$ cat src/hdl/nirm_pkg.sv
package nirm_pkg;

  // ----------------------------------------------------------------
  // Register map
  // ----------------------------------------------------------------
  localparam logic [7:0] NIRM_OFS_BUS_CAP   = 8'h20;
  localparam logic [7:0] NIRM_OFS_UID_UPPER = 8'h24;
  localparam logic [7:0] NIRM_OFS_UID_LOWER = 8'h28;
  localparam logic [7:0] NIRM_OFS_ROM_BASE  = 8'h34;

  // ----------------------------------------------------------------
  // Field layout and reset values
  // ----------------------------------------------------------------
  localparam int          NIRM_GEN_LSB      = 6;
  localparam int          NIRM_MAXREC_LSB   = 12;
  localparam logic [2:0]  NIRM_LINK_SPEED   = 3'h2;
  localparam logic [3:0]  NIRM_MAXREC_RST   = 4'hA;
  localparam logic [31:0] NIRM_UID_RST      = 32'h00000000;
  localparam logic [21:0] NIRM_BASE_RST     = 22'h000000;
  localparam int          NIRM_BASE_LSB     = 10;
  localparam logic [47:0] NIRM_ROM_WIN_LO   = 48'hFFFFF0000400;
  localparam logic [47:0] NIRM_ROM_WIN_HI   = 48'hFFFFF00007FF;

  // ----------------------------------------------------------------
  // Carriers
  // ----------------------------------------------------------------
  typedef struct packed {
    logic        wr;
    logic        rd;
    logic [7:0]  addr;
    logic [31:0] wdata;
  } nirm_bus_t;

  typedef struct packed {
    logic        valid;
    logic [47:0] offset;
  } nirm_rom_req_t;

  typedef struct packed {
    logic        valid;
    logic [31:0] addr;
  } nirm_rom_map_t;

endpackage

$ cat src/hdl/nirm_regs.sv
`timescale 1ns/100ps
// Node identity, bus options tail and configuration ROM mapping registers.
module nirm_regs (
  // Clock and reset
  input  wire logic                    core_clk,
  input  wire logic                    resetn,
  // Software reset, leaves every register untouched
  input  wire logic                    soft_reset,
  // Register port
  input  wire nirm_pkg::nirm_bus_t     bus,
  output nirm_pkg::nirm_bus_t          unused_bus_echo_n,
  output logic [31:0]                  rdata,
  // Serial EEPROM loader results
  input  wire logic                    ee_upper_load,
  input  wire logic                    ee_lower_load,
  input  wire logic [31:0]             ee_data,
  // Lock status
  output logic                         uid_upper_locked,
  output logic                         uid_lower_locked,
  // Configuration ROM read mapping
  input  wire nirm_pkg::nirm_rom_req_t rom_req,
  output nirm_pkg::nirm_rom_map_t      rom_map
);

  // ----------------------------------------------------------------
  // Register state
  // ----------------------------------------------------------------
  logic [1:0]  gen_q;
  logic [1:0]  gen_d;
  logic [3:0]  maxrec_q;
  logic [3:0]  maxrec_d;
  logic [21:0] base_q;
  logic [21:0] base_d;
  logic [31:0] rdata_q;
  logic [31:0] rdata_d;
  logic        up_lk_q;
  logic        lo_lk_q;
  logic        map_vld_q;
  logic        map_vld_d;
  logic [31:0] map_addr_q;
  logic [31:0] map_addr_d;
  logic [31:0] uid_upper;
  logic [31:0] uid_lower;
  logic        up_lk;
  logic        lo_lk;
  logic        wr_upper;
  logic        wr_lower;
  logic        in_window;

  // Write strobes for the ID quadlets; the lock inside drops late writes.
  assign wr_upper = bus.wr && (bus.addr == nirm_pkg::NIRM_OFS_UID_UPPER);
  assign wr_lower = bus.wr && (bus.addr == nirm_pkg::NIRM_OFS_UID_LOWER);

  // ----------------------------------------------------------------
  // Unique-ID quadlets
  // ----------------------------------------------------------------
  nirm_uid_reg u_uid_upper (
    .core_clk (core_clk),
    .resetn   (resetn),
    .ee_load  (ee_upper_load),
    .ee_data  (ee_data),
    .sw_load  (wr_upper),
    .sw_data  (bus.wdata),
    .value    (uid_upper),
    .locked   (up_lk)
  );

  nirm_uid_reg u_uid_lower (
    .core_clk (core_clk),
    .resetn   (resetn),
    .ee_load  (ee_lower_load),
    .ee_data  (ee_data),
    .sw_load  (wr_lower),
    .sw_data  (bus.wdata),
    .value    (uid_lower),
    .locked   (lo_lk)
  );

  // ----------------------------------------------------------------
  // Writable fields
  // ----------------------------------------------------------------
  // Generation count is software-owned; reserved bits have no storage.
  always_comb begin
    gen_d    = gen_q;
    maxrec_d = maxrec_q;
    base_d   = base_q;
    if (bus.wr && bus.addr == nirm_pkg::NIRM_OFS_BUS_CAP) begin
      gen_d    = bus.wdata[nirm_pkg::NIRM_GEN_LSB +: 2];
      maxrec_d = bus.wdata[nirm_pkg::NIRM_MAXREC_LSB +: 4];
    end
    if (bus.wr && bus.addr == nirm_pkg::NIRM_OFS_ROM_BASE) begin
      base_d = bus.wdata[31:nirm_pkg::NIRM_BASE_LSB];
    end
  end

  // Soft reset is ignored here on purpose: only the hardware reset restores it.
  always_ff @(posedge core_clk) begin
    if (!resetn) begin
      gen_q    <= 2'h0;
      maxrec_q <= nirm_pkg::NIRM_MAXREC_RST;
      base_q   <= nirm_pkg::NIRM_BASE_RST;
    end else begin
      gen_q    <= gen_d;
      maxrec_q <= maxrec_d;
      base_q   <= base_d;
    end
  end

  // ----------------------------------------------------------------
  // Read path
  // ----------------------------------------------------------------
  // Unmapped offsets read zero so software never sees stale data.
  always_comb begin
    rdata_d = 32'h00000000;
    if (bus.rd) begin
      case (bus.addr)
        nirm_pkg::NIRM_OFS_BUS_CAP: begin
          rdata_d[nirm_pkg::NIRM_MAXREC_LSB +: 4] = maxrec_q;
          rdata_d[nirm_pkg::NIRM_GEN_LSB +: 2]    = gen_q;
          rdata_d[2:0] = nirm_pkg::NIRM_LINK_SPEED;
        end // Bits 11-8 and 5-3 stay zero.
        nirm_pkg::NIRM_OFS_UID_UPPER: rdata_d = uid_upper;
        nirm_pkg::NIRM_OFS_UID_LOWER: rdata_d = uid_lower;
        nirm_pkg::NIRM_OFS_ROM_BASE: begin
          rdata_d[31:nirm_pkg::NIRM_BASE_LSB] = base_q;
        end
        default: rdata_d = 32'h00000000;
      endcase
    end
  end

  // ----------------------------------------------------------------
  // Configuration ROM address mapping
  // ----------------------------------------------------------------
  assign in_window = (rom_req.offset >= nirm_pkg::NIRM_ROM_WIN_LO) &&
                     (rom_req.offset <= nirm_pkg::NIRM_ROM_WIN_HI);

  // The base is 1 KiB aligned, so the add never carries into the base bits.
  always_comb begin
    map_vld_d  = rom_req.valid && in_window;
    map_addr_d = map_addr_q;
    if (map_vld_d) begin
      map_addr_d = {base_q, 10'h000} + {22'h000000, rom_req.offset[9:0]};
    end
  end

  // Result is registered so the memory side sees a clean request.
  always_ff @(posedge core_clk) begin
    if (!resetn) begin
      rdata_q    <= 32'h00000000;
      up_lk_q    <= 1'b0;
      lo_lk_q    <= 1'b0;
      map_vld_q  <= 1'b0;
      map_addr_q <= 32'h00000000;
    end else begin
      rdata_q    <= rdata_d;
      up_lk_q    <= up_lk;
      lo_lk_q    <= lo_lk;
      map_vld_q  <= map_vld_d;
      map_addr_q <= map_addr_d;
    end
  end

  assign rdata             = rdata_q;
  assign uid_upper_locked  = up_lk_q;
  assign uid_lower_locked  = lo_lk_q;
  assign rom_map.valid     = map_vld_q;
  assign rom_map.addr      = map_addr_q;
  assign unused_bus_echo_n = '0;

endmodule // nirm_regs

$ cat src/hdl/nirm_uid_reg.sv
`timescale 1ns/100ps
// One unique-ID quadlet with its lock flag.
module nirm_uid_reg (
  // Clock and reset
  input  wire logic        core_clk,
  input  wire logic        resetn,
  // Load sources
  input  wire logic        ee_load,
  input  wire logic [31:0] ee_data,
  input  wire logic        sw_load,
  input  wire logic [31:0] sw_data,
  // State
  output logic [31:0]      value,
  output logic             locked
);

  logic [31:0] val_q;
  logic [31:0] val_d;
  logic        lock_q;
  logic        lock_d;

  // The EEPROM wins a same-cycle tie since it reflects the board's true ID.
  always_comb begin
    val_d  = val_q;
    lock_d = lock_q;
    if (!lock_q) begin
      if (ee_load) begin
        val_d  = ee_data;
        lock_d = 1'b1;
      end else if (sw_load) begin
        val_d  = sw_data;
        lock_d = 1'b1;
      end
    end
  end

  // Reset gives the invalid all-zero identifier.
  always_ff @(posedge core_clk) begin
    if (!resetn) begin
      val_q  <= nirm_pkg::NIRM_UID_RST;
      lock_q <= 1'b0;
    end else begin
      val_q  <= val_d;
      lock_q <= lock_d;
    end
  end

  assign value  = val_q;
  assign locked = lock_q;

endmodule // nirm_uid_reg

$ cat config.mk
export PLATFORM = sky130hd
export DESIGN_NAME = nirm_regs
export DESIGN_NICKNAME = d
export VERILOG_FILES = /design/src/hdl/nirm_pkg.sv /design/src/hdl/nirm_regs.sv /design/src/hdl/nirm_uid_reg.sv
export SDC_FILE = /design/constraint.sdc
export NUM_CORES = 1
export LEC_CHECK = 0
export BUFFER_PORTS_ARGS = -buffer_cell sky130_fd_sc_hd__buf_2
export CAP_MARGIN = 20
export CELL_PAD_IN_SITES_DETAIL_PLACEMENT = 1
export CELL_PAD_IN_SITES_GLOBAL_PLACEMENT = 1
export CORE_AREA = 4 4 138 140
export DETAILED_ROUTE_END_ITERATION = 10
export DIE_AREA = 0 0 142 144
export PLACE_DENSITY_LB_ADDON = 0.1
export SYNTH_ARGS = -nofsm -noshare
export SYNTH_HDL_FRONTEND = slang
export SYNTH_SLANG_ARGS = --single-unit
$ cat constraint.sdc
create_clock -name core_clk -period 3.2 [get_ports core_clk]
set_input_delay 0.48 -clock core_clk [delete_from_list [all_inputs] [get_ports core_clk]]
set_output_delay 0.48 -clock core_clk [all_outputs]
set_load 0.05 [all_outputs]
Yosys cells after proc, flatten, opt, wreduce, memory -nomap -nowiden
Index checks and enable logic that the tools add are counted.

storage, ports and cells
  word-level logic and storage cells = 49
  output and inout bits = 109
  input bits = 128
  bits in registers = 161

operators by class
  add/sub/neg operators = 1
  eq/ne operators = 4
  $lt $le $gt $ge = 2
  muxes and demuxes = 17
  bitwise logic cells = 2
  reduce and logical (&&, ||, !) cells = 11

operator list
  operator                                                          number
  32-bit two-way mux                                                4
  48-bit greater-or-equal comparator (second input constant)        1
  48-bit less-or-equal comparator (second input constant)           1
  16-bit case mux with 3 select lines                               1
  32-bit by 10-bit adder with 32-bit output                         1
  8-bit by 6-bit == test with 1-bit output (second input constant)  4
  4-bit case mux with 4 select lines                                1
  2-bit case mux with 3 select lines                                2
  3-bit case mux with 3 select lines                                1
  1-bit logical AND                                                 6
  1-bit two-way mux                                                 6
  3-bit case mux with 2 select lines                                1
  2-bit AND reduction                                               3
  2-bit case mux with 2 select lines                                1
  2-bit nonzero test                                                2
  1-bit inverter                                                    2

Longest topological paths before layout
  depth after elaboration = 5
  depth in mapped cells = 8
  gate-level depth less buffers = 4

By module
Synthesis repeated with hierarchy kept, for this count alone.

unflattened totals
  cells, all modules = 749
  area, all modules = 7,906.3 um^2

modules (own cells, without submodules)
  module        area an instance (um^2)  times used  cells each  sequential area each (um^2)
  nirm_regs     4,245.3                  1           449         1,901.8
  nirm_uid_reg  1,830.5                  2           150         660.6

Worst setup path after synthesis
No wires, ideal clock.

  kind = input to register
  start = input port bus[33] in the netlist's numbering
  end = register u_uid_lower.val_q[30] (netlist: u_uid_lower.value[30])
  data required time = 3.081 ns
  stages = 4
  buffers on the path = 0
  path slack = 1.083 ns
  data arrival time = 1.998 ns
  setup time = 0.119 ns
  cells stage by stage = or4b_4 -> or3_4 -> o41a_1 -> o221a_2

on the way
  longest elaborated chain between the ends = 4

RTL lines
  element                                   line                source
  from (decl)                               nirm_regs.sv:10     input wire nirm_pkg::nirm_bus_t bus,
  8-bit by 6-bit == test with 1-bit output  nirm_regs.sv:52     assign wr_lower = bus.wr && (bus.addr == nirm_pkg::NIRM_OFS_UID_LOWER);
  1-bit logical AND                         nirm_regs.sv:52
  2-bit nonzero test (no line)              --
  2-bit AND reduction (no line)             --
  to (signal assigned)                      nirm_uid_reg.sv:40  val_q <= nirm_pkg::NIRM_UID_RST;
  to (signal assigned)                      nirm_uid_reg.sv:43  val_q <= val_d;
  to (decl)                                 nirm_uid_reg.sv:17  logic [31:0] val_q;

No other way between the ends.
A chain may end at the register's enable or synchronous reset.

Worst setup path after layout
  start = input port bus[34] in the netlist's numbering
  end = register u_uid_upper.val_q[23] (netlist: u_uid_upper.value[23])

on the way
  longest elaborated chain between the ends = 4

RTL lines
  element                                   line                source
  8-bit by 6-bit == test with 1-bit output  nirm_regs.sv:51     assign wr_upper = bus.wr && (bus.addr == nirm_pkg::NIRM_OFS_UID_UPPER);
  1-bit logical AND                         nirm_regs.sv:51
  2-bit nonzero test (no line)              --
  2-bit AND reduction (no line)             --
  to (signal assigned)                      nirm_uid_reg.sv:40
  to (signal assigned)                      nirm_uid_reg.sv:43
  to (decl)                                 nirm_uid_reg.sv:17

No other way between the ends.

==> results.md <==
- Bufs on Longest Clock Path: 2
- Pin count of the biggest net entering global routing: between 80 and 90
- DR vias: 5,951
- Worst EP required: 3570 ps
- Count leader, synth: dfxtp_1
- Num rows: between 40 and 50
- Vias in the first global route: 6,305
- Final Skew: approximately 8.4 ps
- Ratio of cells with drive above 1 in the final layout: 37.5%
- Flops & latches, synth: 161
- Worst skew pair latency: 430 ps
- Setup Buffers After CTS: 0
- Worst path top cell family by delay: simple AND/OR/NAND/NOR gates
- Core area: 17,800 um2
- Fin Hold WS: 286 ps
- Worst vdd ir: between 0.0003 and 0.0004 V
- NumNets Final: about 1,000
- Starting DRC count in detailed routing: 283
- CTS Root Cell: clkbuf_16
- Period utilisation layout: between 60% and 70%
- Worst path cell trace: buf_2 -> or3b_2 -> nor4_1 -> o21ba_2 -> buf_12 -> o221a_2
- CP max stage delay: 520 ps
- Total GRT Usage: 21.3%
- Synth top cells by count: 161 x dfxtp_1, 115 x nand2_1, 66 x mux2i_1, 64 x o221a_2, 62 x o21a_1
- Synthesized instance count: between 700 and 800
- Seq/Total Area, Yosys: roughly 46%
- IO Port Bufs: 193
- Fmax: 0.461 GHz
- Total grt overflow: 0
- Number of buffers created by CTS: 17
- Gpl congestion: 0.777
- Max H-tree Level: 4
- Hold crit path type: input pin to register
- Starting density of the core: between 30% and 40%
- CP Data Arrival Time: 2540 ps
- Via density: roughly 5.3
- Initial antenna violation count: 0
- TritonRoute pass-1 iters: 4
- Hpwl dp: 15,200 um
- Clk slew on worst S/H paths: approximately 70 ps
- P&R area growth vs syn: 22.6%
- Total negative slack: 0 ps
- First-pass GRT wire length: 34,300 um
- Crit start category: input pin
- Cell Area, Synth: between 7000 and 8000 um2
- Distinct cells, synth: 38
- Final wirelength: 22,100 um
- Overall die height: 144 um
- Main flop type after synthesis: dfxtp_1
- Worst Path Max Fanout: 19
- Antenna diodes: 0
- Leak pwr: 3.89 nW
- Slew @ Worst Pin: 874 ps
- Fin. max-slew vios: 0
- RSZ-0062 raised after global routing: no
- Residual DRC: 0
- Synth area leaders: dfxtp_1 46%, o221a_2 10%, mux2i_1 9.4%, o21a_1 6.6%, nand2_1 6.2%
- Num ports: 237
- PD cells: 552 nW/um2
- Area leader, netlist: dfxtp_1
- Synth warn: 0
- Post-Synthesis Mean Instance Area: 9.87 um2
- Crit path kind: input pin to register
- Resize count post-CTS: 0
- # setup viols final: 0
- Slowest cell on the critical path: or3b_2
- Die width: ~140 um
- Clock sinks: 161
- Tmin final: 2170 ps
- Antenna viol nets, final: 0
- Routed wire per std cell: between 15 and 20 um
- CTS tree: yes
- CTS Hold Buffers Added: 0
- Synth top area share: ~46%
- Async SR Flop Fraction: 0%
- Die area: about 20,000 um2
- Final hold viol count: 0
- Post-synth EDFFs: 0
- Max_slew headroom: 41.8%
- Status: completed
- Crit path capture type: register
- Max-cap violations: 0
- Buf/Inv on CP: 2
sequential cells by signal (all words and copies together) (netlist names):
| signal | flops |
|---|---|
| map_addr_q | 32 |
| rdata | 32 |
| u_uid_lower.value | 32 |
| u_uid_upper.value | 32 |
| base_q | 22 |
| maxrec_q | 4 |
| gen_q | 2 |
| map_vld_q | 1 |
| u_uid_lower.locked | 1 |
| u_uid_upper.locked | 1 |
| uid_lower_locked | 1 |
| uid_upper_locked | 1 |
per-stage QoR:
step	instance area (um2)	utilization, %	power, W	setup WS [ps]	cells
after floorplan	7160	-	0.00253	1080	751
after global placement	7980	44.7	0.00266	663	1087
after detailed placement	7980	44.7	0.00268	587	1087
after CTS	8590	48.1	0.00479	1030	1119
after global routing	8590	48.1	0.00492	945	1119
final	8590	48.1	0.00474	1030	1119
worst reg2reg max path: stages (launching register included):
cell      delay, ps
dfxtp_1         340
nand2b_2        600
o21a_1          410
o221a_2         120
report_power, final:
part	leakage (nW)	total, W	internal [W]	switching, W
combinational	2.29	0.000528	0.000198	0.000330
sequential	1.31	0.00211	0.00207	0.0000387
clock	0.287	0.00211	0.00124	0.000870
cells by family (layout without fill, tap and decap cells):
| kind of cell | after synthesis | count (layout) | share of synthesized area (%) |
|---|---|---|---|
| simple gates | 192 | 192 | 13.2 |
| other cells | 1 | 42 | 0.0535 |
| mux | 66 | 66 | 9.43 |
| flops | 161 | 161 | 46.0 |
| compound gates | 188 | 188 | 23.0 |
| buf+inv | 102 | 241 | 8.31 |
cells in the final DEF (no fill, tap or decap), types with 2 or more instances in the layout:
master      synthesis  routed
buf_2              15     192
dfxtp_1           161     161
nand2_1           115     115
mux2i_1            66      66
o221a_2            64      64
o21a_1             62      62
conb_1              1      42
a22oi_1            28      28
a21oi_1            22      22
or2_2              18      18
clkbuf_16           0      17
nor2_1             13      13
buf_4              44      12
nor3_1              8       8
nor4_1              7       7
nor2b_1             7       5
and2_1              4       4
nand4_1             4       4
clkinvlp_4          0       4
inv_6               0       4
inv_1               3       3
o2bb2ai_1           3       3
bufinv_16           0       3
or3b_2              2       2
o21ba_2             2       2
nand2b_1            4       2
o41a_1              2       2
nand2b_2            0       2
nor2b_2             0       2
and4_1              2       2
a21boi_0            2       2
clkinv_2            0       2
clkinv_4            0       2
buf_12              0       2
final timing paths:
path	startpoint	endpoint	slack, ps	cells after the start
setup / recovery	bus[34]	u_uid_upper.value[23]	1030	6
hold / removal	rom_req[2]	map_addr_q[2]	290	3
setup reg to reg	u_uid_lower.locked	u_uid_lower.value[20]	1630	3
hold reg to reg	map_addr_q[18]	map_addr_q[18]	460	2
final cells by class:
cell class / instances / area (um2)
fill: 2088 / 9250
multi-input combinational: 488 / 3370
inverter: 3 / 11.3
sequential: 161 / 3220
tap: 229 / 287
clock buffer: 17 / 425
clock inverter: 15 / 183
timing repair buffer: 206 / 1090
layer usage:
metal	up-vias	GRT usage, %	part of all wire (%)
met4	0	5.81	0.98
li1	2831	-	-
met5	-	0	0
met3	15	4.63	4.2
met1	2971	26.2	43
met2	134	37.6	52
No activity file was read; power rests on OpenSTA's default activity.
